===== config.mk =====
export PLATFORM = sky130hd
export DESIGN_NAME = ccalm_top
export DESIGN_NICKNAME = d
export VERILOG_FILES = /design/src/ccalm_pkg.sv /design/src/ccalm_top.sv
export SDC_FILE = /design/constraint.sdc
export NUM_CORES = 1
export LEC_CHECK = 0
export BUFFER_PORTS_ARGS = -buffer_cell sky130_fd_sc_hd__buf_2
export CAP_MARGIN = 10
export CORE_ASPECT_RATIO = 0.5
export CORE_MARGIN = 3
export CORE_UTILIZATION = 37
export DETAILED_ROUTE_END_ITERATION = 10
export PLACE_DENSITY_LB_ADDON = 0.25
export SLEW_MARGIN = 20
export SYNTH_ARGS = -nofsm -noshare
export SYNTH_HDL_FRONTEND = slang
export SYNTH_SLANG_ARGS = --single-unit

===== constraint.sdc =====
create_clock -name clk_sys -period 3.9 [get_ports clk_sys]
set_clock_uncertainty 0.1 [all_clocks]
set_input_delay 0.39 -clock clk_sys [delete_from_list [all_inputs] [get_ports clk_sys]]
set_output_delay 0.39 -clock clk_sys [all_outputs]
set_load 0.02 [all_outputs]

===== src/ccalm_pkg.sv =====
package ccalm_pkg;

    // ----------------------------------------
    // Register map
    // ----------------------------------------
    localparam int ADDR_W = 8;
    localparam logic [7:0] OFF_SECOND_DIVIDER = 8'h00;
    localparam logic [7:0] OFF_DATE_SETUP = 8'h04;
    localparam logic [7:0] OFF_TIME_SETUP = 8'h08;
    localparam logic [7:0] OFF_CONTROL_STATUS = 8'h0C;
    localparam logic [7:0] OFF_ALARM_DATE = 8'h10;
    localparam logic [7:0] OFF_ALARM_TIME = 8'h14;
    localparam logic [7:0] OFF_CURRENT_DATE = 8'h18;
    localparam logic [7:0] OFF_CURRENT_TIME = 8'h1C;
    localparam logic [7:0] OFF_IRQ_RAW = 8'h20;
    localparam logic [7:0] OFF_IRQ_ENABLE = 8'h24;
    localparam logic [7:0] OFF_IRQ_FORCE = 8'h28;
    localparam logic [7:0] OFF_IRQ_STATUS = 8'h2C;
    localparam logic [7:0] OFF_LAST = 8'h2C;

    // ----------------------------------------
    // Writable bits per register
    // ----------------------------------------
    localparam logic [31:0] MASK_DIVIDER = 32'h0000FFFF;
    localparam logic [31:0] MASK_DATE = 32'h00FFFF1F;
    localparam logic [31:0] MASK_TIME = 32'h071F3F3F;
    localparam logic [31:0] MASK_ALARM_DATE = 32'h17FFFF1F;
    localparam logic [31:0] MASK_ALARM_TIME = 32'hF71F3F3F;

    // ----------------------------------------
    // Field positions and reset values
    // ----------------------------------------
    localparam int CTRL_ENABLE_BIT = 0;
    localparam int CTRL_RUNNING_BIT = 1;
    localparam int CTRL_LOAD_BIT = 4;
    localparam int CTRL_NON_LEAP_BIT = 8;
    localparam int AD_DAY_EN_BIT = 24;
    localparam int AD_MONTH_EN_BIT = 25;
    localparam int AD_YEAR_EN_BIT = 26;
    localparam int AD_GLOBAL_EN_BIT = 28;
    localparam int AD_ACTIVE_BIT = 29;
    localparam int AT_SECOND_EN_BIT = 28;
    localparam int AT_MINUTE_EN_BIT = 29;
    localparam int AT_HOUR_EN_BIT = 30;
    localparam int AT_WEEKDAY_EN_BIT = 31;
    localparam int IRQ_BIT = 0;
    localparam logic [15:0] DIVIDER_RESET = 16'h0000;
    localparam logic [31:0] WORD_RESET = 32'h00000000;

    // ----------------------------------------
    // Calendar limits and bus response codes
    // ----------------------------------------
    localparam logic [5:0] SECOND_LAST = 6'h3B;
    localparam logic [5:0] MINUTE_LAST = 6'h3B;
    localparam logic [4:0] HOUR_LAST = 5'h17;
    localparam logic [3:0] MONTH_LAST = 4'hC;
    localparam logic [3:0] MONTH_FIRST = 4'h1;
    localparam logic [4:0] DAY_FIRST = 5'h01;
    localparam logic [2:0] WEEKDAY_LAST = 3'h6;
    localparam logic [1:0] RESP_OKAY = 2'h0;
    localparam logic [1:0] RESP_SLVERR = 2'h2;

    // ----------------------------------------
    // Carriers
    // ----------------------------------------
    typedef struct packed {
        logic [11:0] year;
        logic [3:0] month;
        logic [4:0] day;
    } ccalm_date_t;

    typedef struct packed {
        logic [2:0] weekday;
        logic [4:0] hour;
        logic [5:0] minute;
        logic [5:0] second;
    } ccalm_time_t;

    function automatic logic [31:0] pack_date(input ccalm_date_t d);
        return {8'h00, d.year, d.month, 3'h0, d.day};
    endfunction

    function automatic ccalm_date_t unpack_date(input logic [31:0] w);
        return '{year: w[23:12], month: w[11:8], day: w[4:0]};
    endfunction

    function automatic logic [31:0] pack_time(input ccalm_time_t t);
        return {5'h00, t.weekday, 3'h0, t.hour, 2'h0, t.minute, 2'h0, t.second};
    endfunction

    function automatic ccalm_time_t unpack_time(input logic [31:0] w);
        return '{weekday: w[26:24], hour: w[20:16], minute: w[13:8], second: w[5:0]};
    endfunction

endpackage


===== src/ccalm_top.sv =====
// Decided for this implementation: the AXI4-Lite slave port.
module ccalm_top #(
    parameter int DIV_W = 16
) (
    input wire logic clk_sys,
    input wire logic rst_n,
    input wire logic ref_tick,
    input wire logic [ccalm_pkg::ADDR_W-1:0] s_axi_awaddr,
    input wire logic s_axi_awvalid,
    output logic s_axi_awready,
    input wire logic [31:0] s_axi_wdata,
    input wire logic [3:0] s_axi_wstrb,
    input wire logic s_axi_wvalid,
    output logic s_axi_wready,
    output logic [1:0] s_axi_bresp,
    output logic s_axi_bvalid,
    input wire logic s_axi_bready,
    input wire logic [ccalm_pkg::ADDR_W-1:0] s_axi_araddr,
    input wire logic s_axi_arvalid,
    output logic s_axi_arready,
    output logic [31:0] s_axi_rdata,
    output logic [1:0] s_axi_rresp,
    output logic s_axi_rvalid,
    input wire logic s_axi_rready,
    output logic irq
);
    import ccalm_pkg::*;

    // ----------------------------------------
    // Helpers
    // ----------------------------------------
    // Register offsets are word aligned and contiguous
    function automatic logic is_mapped(input logic [ADDR_W-1:0] a);
        return (a[1:0] == 2'b00) && (a <= OFF_LAST);
    endfunction

    // Byte lanes and writable bits together decide what changes
    function automatic logic [31:0] merge(input logic [31:0] old, input logic [31:0] data,
                                          input logic [3:0] strb, input logic [31:0] mask);
        logic [31:0] m;
        m = mask & {{8{strb[3]}}, {8{strb[2]}}, {8{strb[1]}}, {8{strb[0]}}};
        return (old & ~m) | (data & m);
    endfunction

    function automatic logic [4:0] month_length(input logic [3:0] month, input logic leap);
        logic [4:0] len;
        len = 5'd31;
        if (month == 4'd2) begin
            len = leap ? 5'd29 : 5'd28;
        end else if (month == 4'd4 || month == 4'd6 || month == 4'd9 || month == 4'd11) begin
            len = 5'd30;
        end
        return len;
    endfunction

    // ----------------------------------------
    // State
    // ----------------------------------------
    logic aw_free_reg, w_free_reg, ar_free_reg;
    logic [ADDR_W-1:0] waddr_reg;
    logic [31:0] wdata_reg;
    logic [3:0] wstrb_reg;
    logic bvalid_reg, rvalid_reg;
    logic [1:0] bresp_reg, rresp_reg;
    logic [31:0] rdata_reg;
    logic [DIV_W-1:0] divider_reg;
    logic [31:0] date_setup_reg, time_setup_reg;
    logic [31:0] alarm_date_reg, alarm_time_reg;
    logic enable_reg, load_reg, non_leap_reg, running_reg;
    logic match_active_reg, match_prev_reg;
    logic irq_raw_reg, irq_enable_reg, irq_force_reg, irq_reg;
    logic [DIV_W-1:0] count_reg;
    ccalm_date_t cur_date_reg, date_snap_reg;
    ccalm_time_t cur_time_reg;

    // ----------------------------------------
    // Bus decode
    // ----------------------------------------
    // A write runs one cycle after both address and data are held
    wire wr_exec = !aw_free_reg && !w_free_reg && !bvalid_reg;
    wire wr_ok = wr_exec && is_mapped(waddr_reg);
    wire wr_divider = wr_ok && waddr_reg == OFF_SECOND_DIVIDER;
    wire wr_date = wr_ok && waddr_reg == OFF_DATE_SETUP;
    wire wr_time = wr_ok && waddr_reg == OFF_TIME_SETUP;
    wire wr_ctrl = wr_ok && waddr_reg == OFF_CONTROL_STATUS;
    wire wr_alarm_date = wr_ok && waddr_reg == OFF_ALARM_DATE;
    wire wr_alarm_time = wr_ok && waddr_reg == OFF_ALARM_TIME;
    wire wr_irq_raw = wr_ok && waddr_reg == OFF_IRQ_RAW;
    wire wr_irq_enable = wr_ok && waddr_reg == OFF_IRQ_ENABLE;
    wire wr_irq_force = wr_ok && waddr_reg == OFF_IRQ_FORCE;
    wire lane0 = wstrb_reg[0];
    wire lane1 = wstrb_reg[1];
    wire aw_take = s_axi_awvalid && aw_free_reg;
    wire w_take = s_axi_wvalid && w_free_reg;
    wire ar_take = s_axi_arvalid && ar_free_reg;
    wire b_done = bvalid_reg && s_axi_bready;
    wire r_done = rvalid_reg && s_axi_rready;
    wire rd_snap = ar_take && s_axi_araddr == OFF_CURRENT_TIME;

    // ----------------------------------------
    // Alarm compare
    // ----------------------------------------
    wire ccalm_date_t al_date = unpack_date(alarm_date_reg);
    wire ccalm_time_t al_time = unpack_time(alarm_time_reg);
    wire m_year = !alarm_date_reg[AD_YEAR_EN_BIT] || al_date.year == cur_date_reg.year;
    wire m_month = !alarm_date_reg[AD_MONTH_EN_BIT] || al_date.month == cur_date_reg.month;
    wire m_day = !alarm_date_reg[AD_DAY_EN_BIT] || al_date.day == cur_date_reg.day;
    wire m_wday = !alarm_time_reg[AT_WEEKDAY_EN_BIT] || al_time.weekday == cur_time_reg.weekday;
    wire m_hour = !alarm_time_reg[AT_HOUR_EN_BIT] || al_time.hour == cur_time_reg.hour;
    wire m_min = !alarm_time_reg[AT_MINUTE_EN_BIT] || al_time.minute == cur_time_reg.minute;
    wire m_sec = !alarm_time_reg[AT_SECOND_EN_BIT] || al_time.second == cur_time_reg.second;
    // Gated by the active flag, not the raw enable bit
    wire match_now = match_active_reg && m_year && m_month && m_day && m_wday && m_hour && m_min && m_sec;
    // Edge, so a partial alarm fires once per matching stretch
    wire match_event = match_now && !match_prev_reg;
    wire irq_status = (irq_raw_reg && irq_enable_reg) || irq_force_reg;

    // ----------------------------------------
    // Calendar next state
    // ----------------------------------------
    // Leap years are years divisible by four unless overridden
    wire leap = cur_date_reg.year[1:0] == 2'b00 && !non_leap_reg;
    wire [4:0] last_day = month_length(cur_date_reg.month, leap);
    // Divider field is the count minus one
    wire sec_tick = ref_tick && running_reg && count_reg == divider_reg;
    wire apply_load = ref_tick && load_reg;
    wire sec_wrap = cur_time_reg.second >= SECOND_LAST;
    wire min_wrap = sec_wrap && cur_time_reg.minute >= MINUTE_LAST;
    wire hour_wrap = min_wrap && cur_time_reg.hour >= HOUR_LAST;
    wire day_wrap = hour_wrap && cur_date_reg.day >= last_day;
    wire month_wrap = day_wrap && cur_date_reg.month >= MONTH_LAST;
    wire [2:0] wday_inc = cur_time_reg.weekday >= WEEKDAY_LAST ? 3'h0 : cur_time_reg.weekday + 3'h1;
    ccalm_time_t time_next;
    ccalm_date_t date_next;
    assign time_next.second = sec_wrap ? 6'h00 : cur_time_reg.second + 6'h01;
    assign time_next.minute = min_wrap ? 6'h00 : (sec_wrap ? cur_time_reg.minute + 6'h01 : cur_time_reg.minute);
    assign time_next.hour = hour_wrap ? 5'h00 : (min_wrap ? cur_time_reg.hour + 5'h01 : cur_time_reg.hour);
    assign time_next.weekday = hour_wrap ? wday_inc : cur_time_reg.weekday;
    assign date_next.day = day_wrap ? DAY_FIRST : (hour_wrap ? cur_date_reg.day + 5'h01 : cur_date_reg.day);
    assign date_next.month = month_wrap ? MONTH_FIRST :
                             (day_wrap ? cur_date_reg.month + 4'h1 : cur_date_reg.month);
    assign date_next.year = month_wrap ? cur_date_reg.year + 12'h001 : cur_date_reg.year;

    // ----------------------------------------
    // Read mux
    // ----------------------------------------
    wire [31:0] ctrl_word = {23'h0, non_leap_reg, 3'h0, load_reg, 2'h0, running_reg, enable_reg};
    wire [31:0] alarm_date_word = alarm_date_reg | ({31'h0, match_active_reg} << AD_ACTIVE_BIT);
    wire [31:0] rd_word =
        s_axi_araddr == OFF_SECOND_DIVIDER ? 32'(divider_reg) :
        s_axi_araddr == OFF_DATE_SETUP ? date_setup_reg :
        s_axi_araddr == OFF_TIME_SETUP ? time_setup_reg :
        s_axi_araddr == OFF_CONTROL_STATUS ? ctrl_word :
        s_axi_araddr == OFF_ALARM_DATE ? alarm_date_word :
        s_axi_araddr == OFF_ALARM_TIME ? alarm_time_reg :
        s_axi_araddr == OFF_CURRENT_DATE ? pack_date(date_snap_reg) :
        s_axi_araddr == OFF_CURRENT_TIME ? pack_time(cur_time_reg) :
        s_axi_araddr == OFF_IRQ_RAW ? {31'h0, irq_raw_reg} :
        s_axi_araddr == OFF_IRQ_ENABLE ? {31'h0, irq_enable_reg} :
        s_axi_araddr == OFF_IRQ_FORCE ? {31'h0, irq_force_reg} :
        s_axi_araddr == OFF_IRQ_STATUS ? {31'h0, irq_status} : WORD_RESET;

    // ----------------------------------------
    // Write channels
    // ----------------------------------------
    // Address and data taken in either order, freed by the response
    always_ff @(posedge clk_sys) begin
        if (!rst_n) begin
            aw_free_reg <= 1'b1;
            w_free_reg <= 1'b1;
            bvalid_reg <= 1'b0;
            bresp_reg <= RESP_OKAY;
            waddr_reg <= '0;
            wdata_reg <= WORD_RESET;
            wstrb_reg <= 4'h0;
        end else begin
            if (aw_take) begin
                aw_free_reg <= 1'b0;
                waddr_reg <= s_axi_awaddr;
            end
            if (w_take) begin
                w_free_reg <= 1'b0;
                wdata_reg <= s_axi_wdata;
                wstrb_reg <= s_axi_wstrb;
            end
            if (wr_exec) begin
                bvalid_reg <= 1'b1;
                bresp_reg <= is_mapped(waddr_reg) ? RESP_OKAY : RESP_SLVERR;
            end
            if (b_done) begin
                bvalid_reg <= 1'b0;
                aw_free_reg <= 1'b1;
                w_free_reg <= 1'b1;
            end
        end
    end

    // Read channel; one cycle from address to data
    always_ff @(posedge clk_sys) begin
        if (!rst_n) begin
            ar_free_reg <= 1'b1;
            rvalid_reg <= 1'b0;
            rresp_reg <= RESP_OKAY;
            rdata_reg <= WORD_RESET;
        end else if (ar_take) begin
            ar_free_reg <= 1'b0;
            rvalid_reg <= 1'b1;
            rdata_reg <= is_mapped(s_axi_araddr) ? rd_word : WORD_RESET;
            rresp_reg <= is_mapped(s_axi_araddr) ? RESP_OKAY : RESP_SLVERR;
        end else if (r_done) begin
            ar_free_reg <= 1'b1;
            rvalid_reg <= 1'b0;
        end
    end

    // ----------------------------------------
    // Setup and alarm registers
    // ----------------------------------------
    // Divider not guarded: software stops the clock before changing it
    always_ff @(posedge clk_sys) begin
        if (!rst_n) begin
            divider_reg <= DIVIDER_RESET;
            date_setup_reg <= WORD_RESET;
            time_setup_reg <= WORD_RESET;
        end else begin
            if (wr_divider) begin
                divider_reg <= DIV_W'(merge(32'(divider_reg), wdata_reg, wstrb_reg, MASK_DIVIDER));
            end
            if (wr_date) begin
                date_setup_reg <= merge(date_setup_reg, wdata_reg, wstrb_reg, MASK_DATE);
            end
            if (wr_time) begin
                time_setup_reg <= merge(time_setup_reg, wdata_reg, wstrb_reg, MASK_TIME);
            end
        end
    end

    // Alarm words keep the setup layout plus enable bits
    always_ff @(posedge clk_sys) begin
        if (!rst_n) begin
            alarm_date_reg <= WORD_RESET;
            alarm_time_reg <= WORD_RESET;
        end else begin
            if (wr_alarm_date) begin
                alarm_date_reg <= merge(alarm_date_reg, wdata_reg, wstrb_reg, MASK_ALARM_DATE);
            end
            if (wr_alarm_time) begin
                alarm_time_reg <= merge(alarm_time_reg, wdata_reg, wstrb_reg, MASK_ALARM_TIME);
            end
        end
    end

    // Control bits; a new load request wins over the self-clear
    always_ff @(posedge clk_sys) begin
        if (!rst_n) begin
            enable_reg <= 1'b0;
            non_leap_reg <= 1'b0;
            load_reg <= 1'b0;
        end else begin
            if (wr_ctrl && lane0) begin
                enable_reg <= wdata_reg[CTRL_ENABLE_BIT];
            end
            if (wr_ctrl && lane1) begin
                non_leap_reg <= wdata_reg[CTRL_NON_LEAP_BIT];
            end
            if (wr_ctrl && lane0 && wdata_reg[CTRL_LOAD_BIT]) begin
                load_reg <= 1'b1;
            end else if (apply_load) begin
                load_reg <= 1'b0;
            end
        end
    end

    // ----------------------------------------
    // Reference side
    // ----------------------------------------
    // Flags change only on a reference edge, so polling sees the crossing
    always_ff @(posedge clk_sys) begin
        if (!rst_n) begin
            running_reg <= 1'b0;
            match_active_reg <= 1'b0;
        end else if (ref_tick) begin
            running_reg <= enable_reg;
            match_active_reg <= alarm_date_reg[AD_GLOBAL_EN_BIT];
        end
    end

    // Divider counter; a load restarts the second
    always_ff @(posedge clk_sys) begin
        if (!rst_n) begin
            count_reg <= '0;
        end else if (apply_load || sec_tick) begin
            count_reg <= '0;
        end else if (ref_tick && running_reg) begin
            count_reg <= count_reg + DIV_W'(1);
        end
    end

    // Running calendar; load works even while running
    always_ff @(posedge clk_sys) begin
        if (!rst_n) begin
            cur_date_reg <= unpack_date(WORD_RESET);
            cur_time_reg <= unpack_time(WORD_RESET);
        end else if (apply_load) begin
            cur_date_reg <= unpack_date(date_setup_reg);
            cur_time_reg <= unpack_time(time_setup_reg);
        end else if (sec_tick) begin
            cur_date_reg <= date_next;
            cur_time_reg <= time_next;
        end
    end

    // Date captured by the time-word read, so a torn rollover cannot show
    always_ff @(posedge clk_sys) begin
        if (!rst_n) begin
            date_snap_reg <= unpack_date(WORD_RESET);
        end else if (rd_snap) begin
            date_snap_reg <= cur_date_reg;
        end
    end

    // ----------------------------------------
    // Interrupt
    // ----------------------------------------
    // Sticky raw bit, write one to clear; a new match wins over the clear
    always_ff @(posedge clk_sys) begin
        if (!rst_n) begin
            match_prev_reg <= 1'b0;
            irq_raw_reg <= 1'b0;
            irq_enable_reg <= 1'b0;
            irq_force_reg <= 1'b0;
            irq_reg <= 1'b0;
        end else begin
            match_prev_reg <= match_now;
            if (match_event) begin
                irq_raw_reg <= 1'b1;
            end else if (wr_irq_raw && lane0 && wdata_reg[IRQ_BIT]) begin
                irq_raw_reg <= 1'b0;
            end
            if (wr_irq_enable && lane0) begin
                irq_enable_reg <= wdata_reg[IRQ_BIT];
            end
            if (wr_irq_force && lane0) begin
                irq_force_reg <= wdata_reg[IRQ_BIT];
            end
            irq_reg <= irq_status;
        end
    end

    // ----------------------------------------
    // Outputs
    // ----------------------------------------
    assign s_axi_awready = aw_free_reg;
    assign s_axi_wready = w_free_reg;
    assign s_axi_bvalid = bvalid_reg;
    assign s_axi_bresp = bresp_reg;
    assign s_axi_arready = ar_free_reg;
    assign s_axi_rvalid = rvalid_reg;
    assign s_axi_rresp = rresp_reg;
    assign s_axi_rdata = rdata_reg;
    assign irq = irq_reg;

endmodule


==> results summary, run 1 <==
The flow ran to the end, and the final reports show no timing, DRC or antenna violations. The count of routing violations after the opening detailed-route iteration came out at 1452. The number of gates resized after CTS was 0.

The critical path in this run is classified as reg2reg. The share of flip-flops with an asynchronous set or reset after synthesis came out at 0. The layout filler cell count came out at 3514. Counting flops with a built-in enable in the synthesized netlist gives 0.

The number of standard-cell rows in the floorplan is 48. The boundary pin count is a little over 100. The total count of hold-check failures in the final report is 0. For this configuration, the core starts out at a cell density of 0.379. Entering global routing, the biggest net connects between 90 and 100 pins. Routability-driven placement finished with a final weighted congestion of 0.902. The number of nets in the finished design is 1767. Setup repair after global routing left no endpoint under its margin. The most used cell along the critical path is ha_1. For this block, the via count after detailed routing is 12200. The final hold slack came out at 0.0228 ns. At the worst endpoint, the required time is 4.30 ns.

The min-delay analysis places its worst path in the category in2reg. The flop and latch count out of synthesis is between 200 and 300. The slowest stage of the critical path belongs to the cell dfxtp_1.

STA classifies the critical path startpoint as a register. The number of nets still failing antenna checks after routing is 0. The final non-filler cell total is 2187. The maximum fanout along the worst path came out at 8.

In the final routed layout, each cell accounts on average for 20.1 µm. The most used flip-flop cell after synthesis is dfxtp_1. The highest clock frequency the design can meet came out at about 320 MHz. The proportion of netlist area held by the largest area contributor came out at 0.419. The share of cells above drive strength 1 came out at 0.127.

The slew of the pin with the lowest slew margin is 1.05 ns. At the later pin of the worst-skew pair, clock insertion delay measures 0.55 ns. The final standard cell utilization of the core is 0.444.

The floorplan die area is ~38000 µm². The synthesized design spends more area on one cell type than any other, namely dfxtp_1. The number of H-tree levels came out at 1. After clock tree synthesis, the clock-pin slew on the worst setup and hold paths is 0.07 ns. Setup total negative slack on the finished layout was measured at 0 ns. The number of antenna cells inserted came out at 0. Yosys instantiated no cell more often than nand2_1. The number of buffers on the longest clock path came out at 3.

The number of max-cap violations is 0. The yosys synthesis warning count is 0. The number of distinct standard cells referenced by the synthesized netlist came out at 79. The leakage power summed over all cells is 5.69 nW.

The number of detailed-route iterations in the first pass came out at 6. The layout-stage area growth over the synthesis result came out at 17.3%. The buffer type at the clock tree root is clkbuf_16.

After technology mapping, the gate count stands at 1601. The average cell area after synthesis came out at 8.21 µm². Setup violations remaining at the end of the flow were counted as 0. The critical path endpoint category is a register. The die boundary height came out at about 140 µm. The first global-routing pass estimated a little under 70000 µm of wire.

TritonCTS built the clock tree. The final-report max-slew violation count is 0. The critical path data arrival time is 3.50 ns.

For this run, the slowest stage of the critical path takes 0.50 ns. The share of the Yosys chip area taken by registers is 0.419. The cell area after synthesis is 13100 µm². The peak ir drop on the vdd network is 0.340 mV.

The critical path goes through inv_1, ha_1, nor3b_1, a221o_1, ha_1, nand2b_1, a21o_1, nand2_1, nor4_4, nor4b_1, o31a_1. After synthesis, the cell types taking the most area are dfxtp_1 42%, nand2_1 8.2%, a21oi_1 7.0%. The clock net in this run drives a total of 275 sinks. The number of antenna violations at the first check in global routing came out at 1. The number of port buffers came out at a little under 100.

The core region is 34700 µm². The time the final worst path needs with I/O delays and setup is 3.10 ns. The power density normalized to cell area is 397 nW/µm². The fraction of the cycle the final worst path needs came out at 0.795. The sum of overflow across all layers after global routing is 0. The number of buffers inserted during clock tree synthesis came out at 27. The total length of routed wires is 44000 µm. After legalization and detailed placement, the total HPWL measured 32000 µm. For this run, design rule violations remaining after detail routing come to 0.

From left edge to right edge, the die measures 273 µm. The global routing usage summed across all routing layers is 0.229. The remaining max-slew budget at the tightest pin is 0.302.

The commonest cells after synthesis are 286 x nand2_1, 275 x dfxtp_1, 185 x a21oi_1. The cell count after placement came out at 2095. In the routed layout, each cell is associated on average with a via count of 5.58. The via count of the first global-routing pass came to between 10000 and 15000.
==> path summary, 6_finish.rpt <==
kind / from / to / slack (ns) / depth (start not counted)
worst min register to register: s_axi_rdata[3]$_SDFFE_PN0P_ / s_axi_rdata[3]$_SDFFE_PN0P_ / 0.35 / 2
worst max-delay path: cur_date_reg[5]$_SDFFE_PN0P_ / cur_date_reg[16]$_SDFFE_PN0P_ / 0.80 / 11
worst min-delay path: s_axi_awaddr[3] / waddr_reg[3]$_SDFFE_PN0P_ / 0.02 / 3
worst max register to register: cur_date_reg[5]$_SDFFE_PN0P_ / cur_date_reg[16]$_SDFFE_PN0P_ / 0.80 / 11
==> per-layer routing <==
layer  wire, µm  vias to the layer above  global-route usage  part of all wire
met1      21200                     5888               0.339              0.48
met4       1030                        2              0.0490             0.024
met5         13                        -                   0           0.00030
met3       2870                       65              0.0396             0.065
li1           -                     5864                   -                 -
met2      18900                      380               0.347              0.43
==> layout by cell type, fill, tap and decap left out, drive strengths merged, types with 12 or more instances in the layout <==
| master | instances |
|---|---|
| nand2 | 286 |
| dfxtp | 275 |
| a21oi | 186 |
| nand3 | 142 |
| buf | 133 |
| nor2 | 102 |
| o21ai | 52 |
| xor2 | 49 |
| mux2i | 43 |
| dlygate4sd3 | 43 |
| clkbuf | 35 |
| xnor2 | 30 |
| inv | 23 |
| nor3 | 22 |
| a22oi | 20 |
| nor4 | 19 |
| o31ai | 18 |
| ha | 15 |
| mux4 | 14 |
| a211oi | 14 |
| nand4 | 14 |
| a31oi | 13 |
| and3 | 12 |
==> where the power goes <==
part           switching [W]  internal [W]
Clock                0.00118       0.00168
Combinational       0.000211      0.000129
Sequential         0.0000691       0.00284
Total                0.00146       0.00465
==> critical path, delay by kind of cell, from the launching register on <==
kind	cells	cell delay, ns
and+or+nand+nor	5	1.16
AOI/OAI and AO/OA	3	0.65
DFF	1	0.50
adders and majority gates	2	0.50
buffers and inverters	1	0.14
==> kinds of logic (layout without fill, tap and decap cells) <==
kind of cell / count (synthesis) / in the layout / share of synthesized area
adders and majority gates: 15 / 15 / 0.0143
AOI/OAI and AO/OA: 368 / 368 / 0.170
muxes: 60 / 60 / 0.0593
other: 1 / 3 / 0.000285
DFF: 275 / 275 / 0.419
buffers and inverters: 138 / 247 / 0.0442
xor gates and xnor gates: 79 / 79 / 0.0527
and+or+nand+nor: 665 / 665 / 0.240
==> repair_timing <==
action / CTS / global route
hold endpoints to repair: 43 / 0
hold buffers: 43 / 0
setup buffers: 0 / 0
==> area by class of cell <==
class / instances / area, µm² / area share
Clock buffer: 35 / 746 / 0.0484
Clock inverter: 14 / 208 / 0.0135
Inverter: 22 / 87.6 / 0.00568
Multi-Input combinational cell: 1190 / 7070 / 0.458
Sequential cell: 275 / 5510 / 0.357
Tap cell: 475 / 594 / 0.0385
Timing Repair Buffer: 176 / 1210 / 0.0786
==> stage by stage <==
step	worst slack [ns]	power, W	area, µm²
final	0.801	0.00611	15400
after global routing	0.564	0.00631	15400
after CTS	0.813	0.00614	15400
after detailed placement	0.836	0.00328	14000
after global placement	0.870	0.00328	14000
after floorplan	1.17	0.00315	13100
(Power assumes the default switching activity.)
==> run 2: changes to the inputs <==
clock period = 2.8 ns   (was 3.9 ns; I/O delays follow)
==> results summary, run 2 (synthesis gave the netlist of run 1 again) <==
The final-report max-slew violation count came out at 0. Data on the critical path arrives at its endpoint at about 3.0 ns. STA classifies the critical path endpoint as a register. The number of buffers inserted during clock tree synthesis came out at 26. The CTS sink count came out at 275. The critical path is of the reg2reg type. The number of setup violations in the final report came out at 0. The number of antenna violations at the first check in global routing came out at 2. The power density normalized to cell area is 528 nW/µm². The smallest clock period supported by the final layout is computed as 2.70 ns.

CTS placed an instance of clkbuf_16 at the clock tree root. The global routing usage summed across all routing layers is 0.232. The cell class contributing the biggest share of worst-path delay is compound AO/OA/AOI/OAI gates. The register clock-pin slew on the reported worst setup and hold paths is about 0.070 ns. Once detail routing completed, the nets flagged for antenna violations numbered 0. The count of routing violations after the opening detailed-route iteration is ~1300. The worst min-delay path class is in2reg. The internal portion of the total power is 0.00641 W. For this run, design rule violations remaining after detail routing come to 0.

The leakage power summed over all cells came out at 5.93 nW. The via count of the first global-routing pass is 11400. The critical path's slowest cell is dfxtp_4.

The storage element area came out at 5510 µm². The number of buffers on the longest clock path is 3. The number of standard-cell rows in the floorplan came out at 48. Leaving out fill and tap cells, the most frequent cell in the layout is nand2_1. The die boundary height came out at 139 µm. After layout, the worst setup slack is 0.102 ns. The number of stages on the worst setup path came out at 13.

Counting instances, the worst hold path has a depth of 3. At the later pin of the worst-skew pair, clock insertion delay measures between 0.5 and 0.6 ns. The detailed route wirelength on metal2 came out at around 19000 µm.

The count of vias placed by the detailed router came out at 12500. The floorplan die area came out at approximately 38000 µm². The sum of overflow across all layers after global routing is 0. Of the total power, combinational logic draws 0.064. The uppermost metal layer occupied by signal nets is met5. The total length of routed wires came out at 45100 µm. In the layout the commonest cells are 285 x nand2_1, 273 x dfxtp_1, 184 x a21oi_1. The number of H-tree levels is 1. In the final design database the tool counted 1819 nets. The routed wire length per instance came out at around 20 µm. Walking the worst path, the cells encountered are inv_4, ha_4, nor3b_4, a221o_1, ha_1, nand2b_4, a21o_1, nand3b_1, nor4_4, buf_4, clkbuf_16, a211oi_1, nor3_1. The average vias per placed instance came out at 5.57. The peak ir drop on the vdd network is 0.418 mV. The part of the power in the clock network came out at 0.459. In the final timing run, aggregate negative setup slack is 0 ns. Measured in cells, the most critical reg-to-reg path has a length of 13.

The area growth from synthesis to layout is 21.7%. The starting density of the core came out at 0.379. The placeable core region is between 30000 and 40000 µm². In this design, the stage delay of the slowest critical-path cell is around 0.4 ns. The number of max-cap violations came out at 0. The HPWL after detailed placement is ~33000 µm. The sequential group share of total power came out at 0.477. The fraction of the cycle the final worst path needs is 0.964. After detailed routing, the wire length on met1 is 21300 µm.

The slew of the pin with the lowest slew margin is 0.797 ns. The fraction of power spent switching nets is 0.240. The post-route standard cell area excluding fillers came out at 16000 µm².

The run finished with clean final reports. Before CTS, the worst setup slack after placement is -0.0292 ns. The highest clock frequency the design can meet is between 300 and 400 MHz. The required arrival time at the worst endpoint came out at 3.14 ns. The multi-input combinational cells in the finished layout cover a total of 7150 µm².

The share of cells above drive strength 1 is 0.152. Before antenna repair, the detailed router went through 6 iterations. The number of buffers and inverters on the critical path is 3. The width of the chip came out at 273 µm. In this run the count of I/O pins placed on the die edge is 102. The congestion estimate from routability-driven global placement came to 0.904. The number of antenna cells inserted is 0. Detailed routing placed a total of around 3600 µm of wire on met3.

For this design the total switching power over the nets is 0.00203 W. Entering global routing, the biggest net connects just over 80 pins. The first global-routing pass estimated 69000 µm of wire.

The remaining max-slew budget at the tightest pin came out at 0.464. TritonCTS built the clock tree. The total count of hold-check failures in the final report came out at 0. The maximum fanout along the worst path is 8. The layout has 3449 filler cells. The number of port buffers came out at 97. The startpoint class of the critical path is a register. The post-place instance area came out at 14400 µm².
[run 2: cell count changes in the layout (fill, tap and decap cells not counted), sizes merged]
cell / before / now
clkbuf: 35 / 38
clkinv: 6 / 5
bufinv: 5 / 4
dlygate4sd3: 43 / 57
buf: 133 / 171
inv: 23 / 22
[run 2: area by class of cell]
class / instances / share of cell area
well taps: 475 / 0.0372
flip-flops and latches: 275 / 0.345
multi-input cells: 1190 / 0.447
clock inverters: 11 / 0.0102
inverters: 22 / 0.00579
repair buffers: 229 / 0.108
clock buffers: 37 / 0.0471
[run 2: metal layers]
metal,vias up,GRT usage
met5,-,0
met4,2,0.0598
met3,79,0.0532
met2,464,0.339
met1,5951,0.341
li1,5970,-
[run 2: timing repair]
| item | 4_1_cts | 5_1_grt |
|---|---|---|
| cloned | 0 | 1 |
| hold buffers | 57 | 0 |
| buffers inserted | 1 | 2 |
| endpoints found under the setup margin | 8 | 20 |
| endpoints found under the hold margin | 49 | 0 |
| pin swaps | 2 | 6 |
| resized for setup | 2 | 25 |
[run 2: power groups by stage]
stage | clock network, W | logic (W) | registers (W)
after detailed placement | 0 | 0.000463 | 0.00412
after global routing | 0.00408 | 0.000585 | 0.00404
after floorplan | 0 | 0.000297 | 0.00409
after global placement | 0 | 0.000462 | 0.00412
final | 0.00387 | 0.000539 | 0.00403
after CTS | 0.00392 | 0.000526 | 0.00403
[run 2: path summary, 6_finish.rpt]
| check | from | end | slack, ns |
|---|---|---|---|
| worst max register to register | cur_date_reg[5]$_SDFFE_PN0P_ | cur_date_reg[15]$_SDFFE_PN0P_ | 0.10 |
| worst min register to register | s_axi_rdata[3]$_SDFFE_PN0P_ | s_axi_rdata[3]$_SDFFE_PN0P_ | 0.35 |
| worst max-delay path | cur_date_reg[5]$_SDFFE_PN0P_ | cur_date_reg[15]$_SDFFE_PN0P_ | 0.10 |
| worst min-delay path | rst_n | cur_date_reg[0]$_SDFFE_PN0P_ | 0.08 |
[run 2: through the flow]
step	utilization	cells	total power [W]	hold WS, ns
2_1_floorplan	-	1603	0.00439	0.280
3_3_place_gp	0.414	2130	0.00458	0.335
3_5_place_dp	0.414	2130	0.00458	0.338
4_1_cts	0.457	2236	0.00848	0.0577
5_1_grt	0.461	2239	0.00870	0.0731
6_report	0.461	2239	0.00844	0.0758
[run 2: worst register-to-register path, delay by kind of cell, from the launching register on]
kind | cells | cell delay (ns)
AO/OA/AOI/OAI | 3 | 0.73
adder cells (fa/ha/maj) | 2 | 0.43
buffers and inverters | 3 | 0.38
flip-flops | 1 | 0.39
AND/OR/NAND/NOR | 5 | 0.54
==> run 3: changes to the inputs <==
clock period = 3.2 ns   (was 2.8 ns; I/O delays follow)
==> results summary, run 3 (synthesis gave the netlist of run 1 again) <==
Clock tree synthesis selected as its root buffer the cell clkbuf_16. The register clock-pin slew on the reported worst setup and hold paths is around 0.07 ns. Counting both buffers and inverters, the worst setup path holds a total of 1. For this block, the initial DRC count from the detailed router was between 1000 and 1500. The power density normalized to cell area came out at approximately 470 nW/µm². The final-report max-slew violation count is 0.

Setup repair after global routing left no endpoint under its margin. The critical path endpoint category is a register. The quantity of hold-fixing buffers added after cts is 48. The required arrival time at the worst endpoint is 3.57 ns. The CTS sink count is 275. The number of buffers on the longest clock path came out at 3. The pin count of the biggest net entering global routing is 105. The worst setup path is launched from a register. From bottom edge to top edge, the die measures 139 µm.

In this run the remaining antenna-violating nets after routing total 0. The number of cells on the worst hold path is 3. The number of max-cap violations came out at 0. The number of standard-cell rows in the floorplan came out at 48. 0 antenna diodes ended up in the layout.

TritonCTS built the clock tree. The top cell types in the final layout, fill and taps aside, are 285 x nand2_1, 275 x dfxtp_1, 185 x a21oi_1. The overall power after layout is 0.00732 W. Data on the critical path arrives at its endpoint at 3.33 ns. The remaining max-slew budget at the tightest pin came out at 0.443.

Along the worst path, the maximum fanout reaches 5. The number of port buffers came out at 97. In the final layout, the share of cells above drive strength 1 is 0.135. The number of detailed-route iterations in the first pass came out at 7. The final layout contains 1787 nets. The fraction of the cycle the final worst path needs is 0.924. In this run the static leakage power is 5.78 nW. Counting stages on the worst path, the most repeated cell is ha_1. The first global-routing pass estimated between 60000 and 70000 µm of wire. The highest clock frequency the design can meet is 338 MHz. IR analysis of the VDD net gives a maximum drop of 0.316 mV. The number of remaining DRC errors came out at 0.

The width of the chip came out at 273 µm. Dividing the detail-routed wire length by the instance count gives 20.1 µm. Routability-driven placement finished with a final weighted congestion of 0.917. The flow ran to the end, and the final reports show no timing, DRC or antenna violations. The largest stage delay on the critical path came out at 0.42 ns. The latest clock arrival within the worst-skew pair came out at 0.55 ns. The final hold slack came out at 0.0165 ns.

The number of buffers inserted during clock tree synthesis is 27. The sum of overflow across all layers after global routing came out at 0. The cell family contributing the most delay on the critical path is compound AO/OA/AOI/OAI gates.

The logic depth of the worst register-to-register path is 11. The average vias per placed instance is 5.59. The total half-perimeter wirelength after legalization and detailed placement came out at roughly 32000 µm. The placeable core region is between 30000 and 40000 µm². The sum of negative setup slack is 0 ns. The number of antenna violations at the first check in global routing is 1. The post-cts resize count came out at 0. The slew of the pin with the lowest slew margin came out at 0.825 ns. The count of buffers added by post-CTS timing repair for setup is 0.

In this run the number of cells on the critical path is 11. The critical path goes through inv_1, ha_1, nor3b_1, a221o_1, ha_1, nand2b_1, a21o_1, and4_1, a21oi_1, a32oi_1, o22ai_1. The global routing usage summed across all routing layers is 0.228. The critical path is of the reg2reg type.

The total count of hold-check failures in the final report came to 0. 102 I/O pins were placed. The total length of routed wires is ~44000 µm. Detailed routing inserted a total of approximately 12000 vias. Counting I/O delays and the setup requirement, the final critical path takes 2.96 ns. The starting density of the core came out at 0.379.

Compared with the post-synthesis result, the final layout area differs by 18.3%. The worst min-delay path class is in2reg. For this design, the slowest cell found on the critical path is dfxtp_1. The leading cell type in the layout, fill and taps excluded is nand2_1. Setup violations remaining at the end of the flow were counted as 0. The floorplan die area is 38000 µm². The via count of the first global-routing pass is 11300. The layout filler cell count came out at 3530. In this run the number of H-tree levels came out at 1.
## run 3: changes by cell type in the layout (fill, tap and decap cells not counted), sizes merged
cell,delta
buf,-23
bufinv,-1
clkbuf,-4
clkinv,+5
clkinvlp,-2
dlygate4sd3,-9
## run 3: report_power, final
group	switching, W	internal (W)	total, W
logic	0.000266	0.000163	0.000430
clock network	0.00142	0.00192	0.00334
registers	0.0000798	0.00347	0.00354
total	0.00177	0.00555	0.00732
## run 3: stage by stage
stage	instances	utilization	worst slack [ns]	cell area (µm²)
after floorplan	1603	-	0.471	13100
after global placement	2110	0.408	0.328	14200
after detailed placement	2110	0.408	0.287	14200
after CTS	2205	0.448	0.267	15500
after global routing	2205	0.448	0.00468	15500
final	2205	0.448	0.243	15500
## run 3: final cells by class
cell class | instances | area, µm² | share of cell area
clock buffer | 34 | 762 | 0.0490
clock inverter | 13 | 148 | 0.00950
inverter | 22 | 87.6 | 0.00563
multi-input combinational | 1190 | 7070 | 0.454
sequential | 275 | 5510 | 0.354
tap | 475 | 594 | 0.0382
timing repair buffer | 196 | 1390 | 0.0892
## run 3: per-layer routing
metal / wire length, µm / vias to the layer above / track usage / part of all wire
met1: 21000 / 5915 / 0.334 / 0.47
met3: 3340 / 77 / 0.0476 / 0.075
met2: 18800 / 430 / 0.342 / 0.42
met4: 1140 / 2 / 0.0558 / 0.026
met5: 7 / - / 0 / 0.00016
li1: - / 5910 / - / -
## run 3: worst reg2reg max path, cell delays in order, from the launching register on
cell      delay, ns
dfxtp_1        0.42
inv_1          0.11
ha_1           0.22
nor3b_1        0.17
a221o_1        0.34
ha_1           0.26
nand2b_1       0.14
a21o_1         0.20
and4_1         0.25
a21oi_1        0.35
a32oi_1        0.16
o22ai_1        0.16
## run 3: path summary, 6_finish.rpt
check	startpoint	to	slack [ns]
worst max-delay path	cur_date_reg[5]$_SDFFE_PN0P_	cur_date_reg[2]$_SDFFE_PN0P_	0.24
worst min register to register	s_axi_rdata[13]$_SDFFE_PN0P_	s_axi_rdata[13]$_SDFFE_PN0P_	0.35
worst max register to register	cur_date_reg[5]$_SDFFE_PN0P_	cur_date_reg[2]$_SDFFE_PN0P_	0.24
worst min-delay path	rst_n	cur_time_reg[1]$_SDFFE_PN0P_	0.02
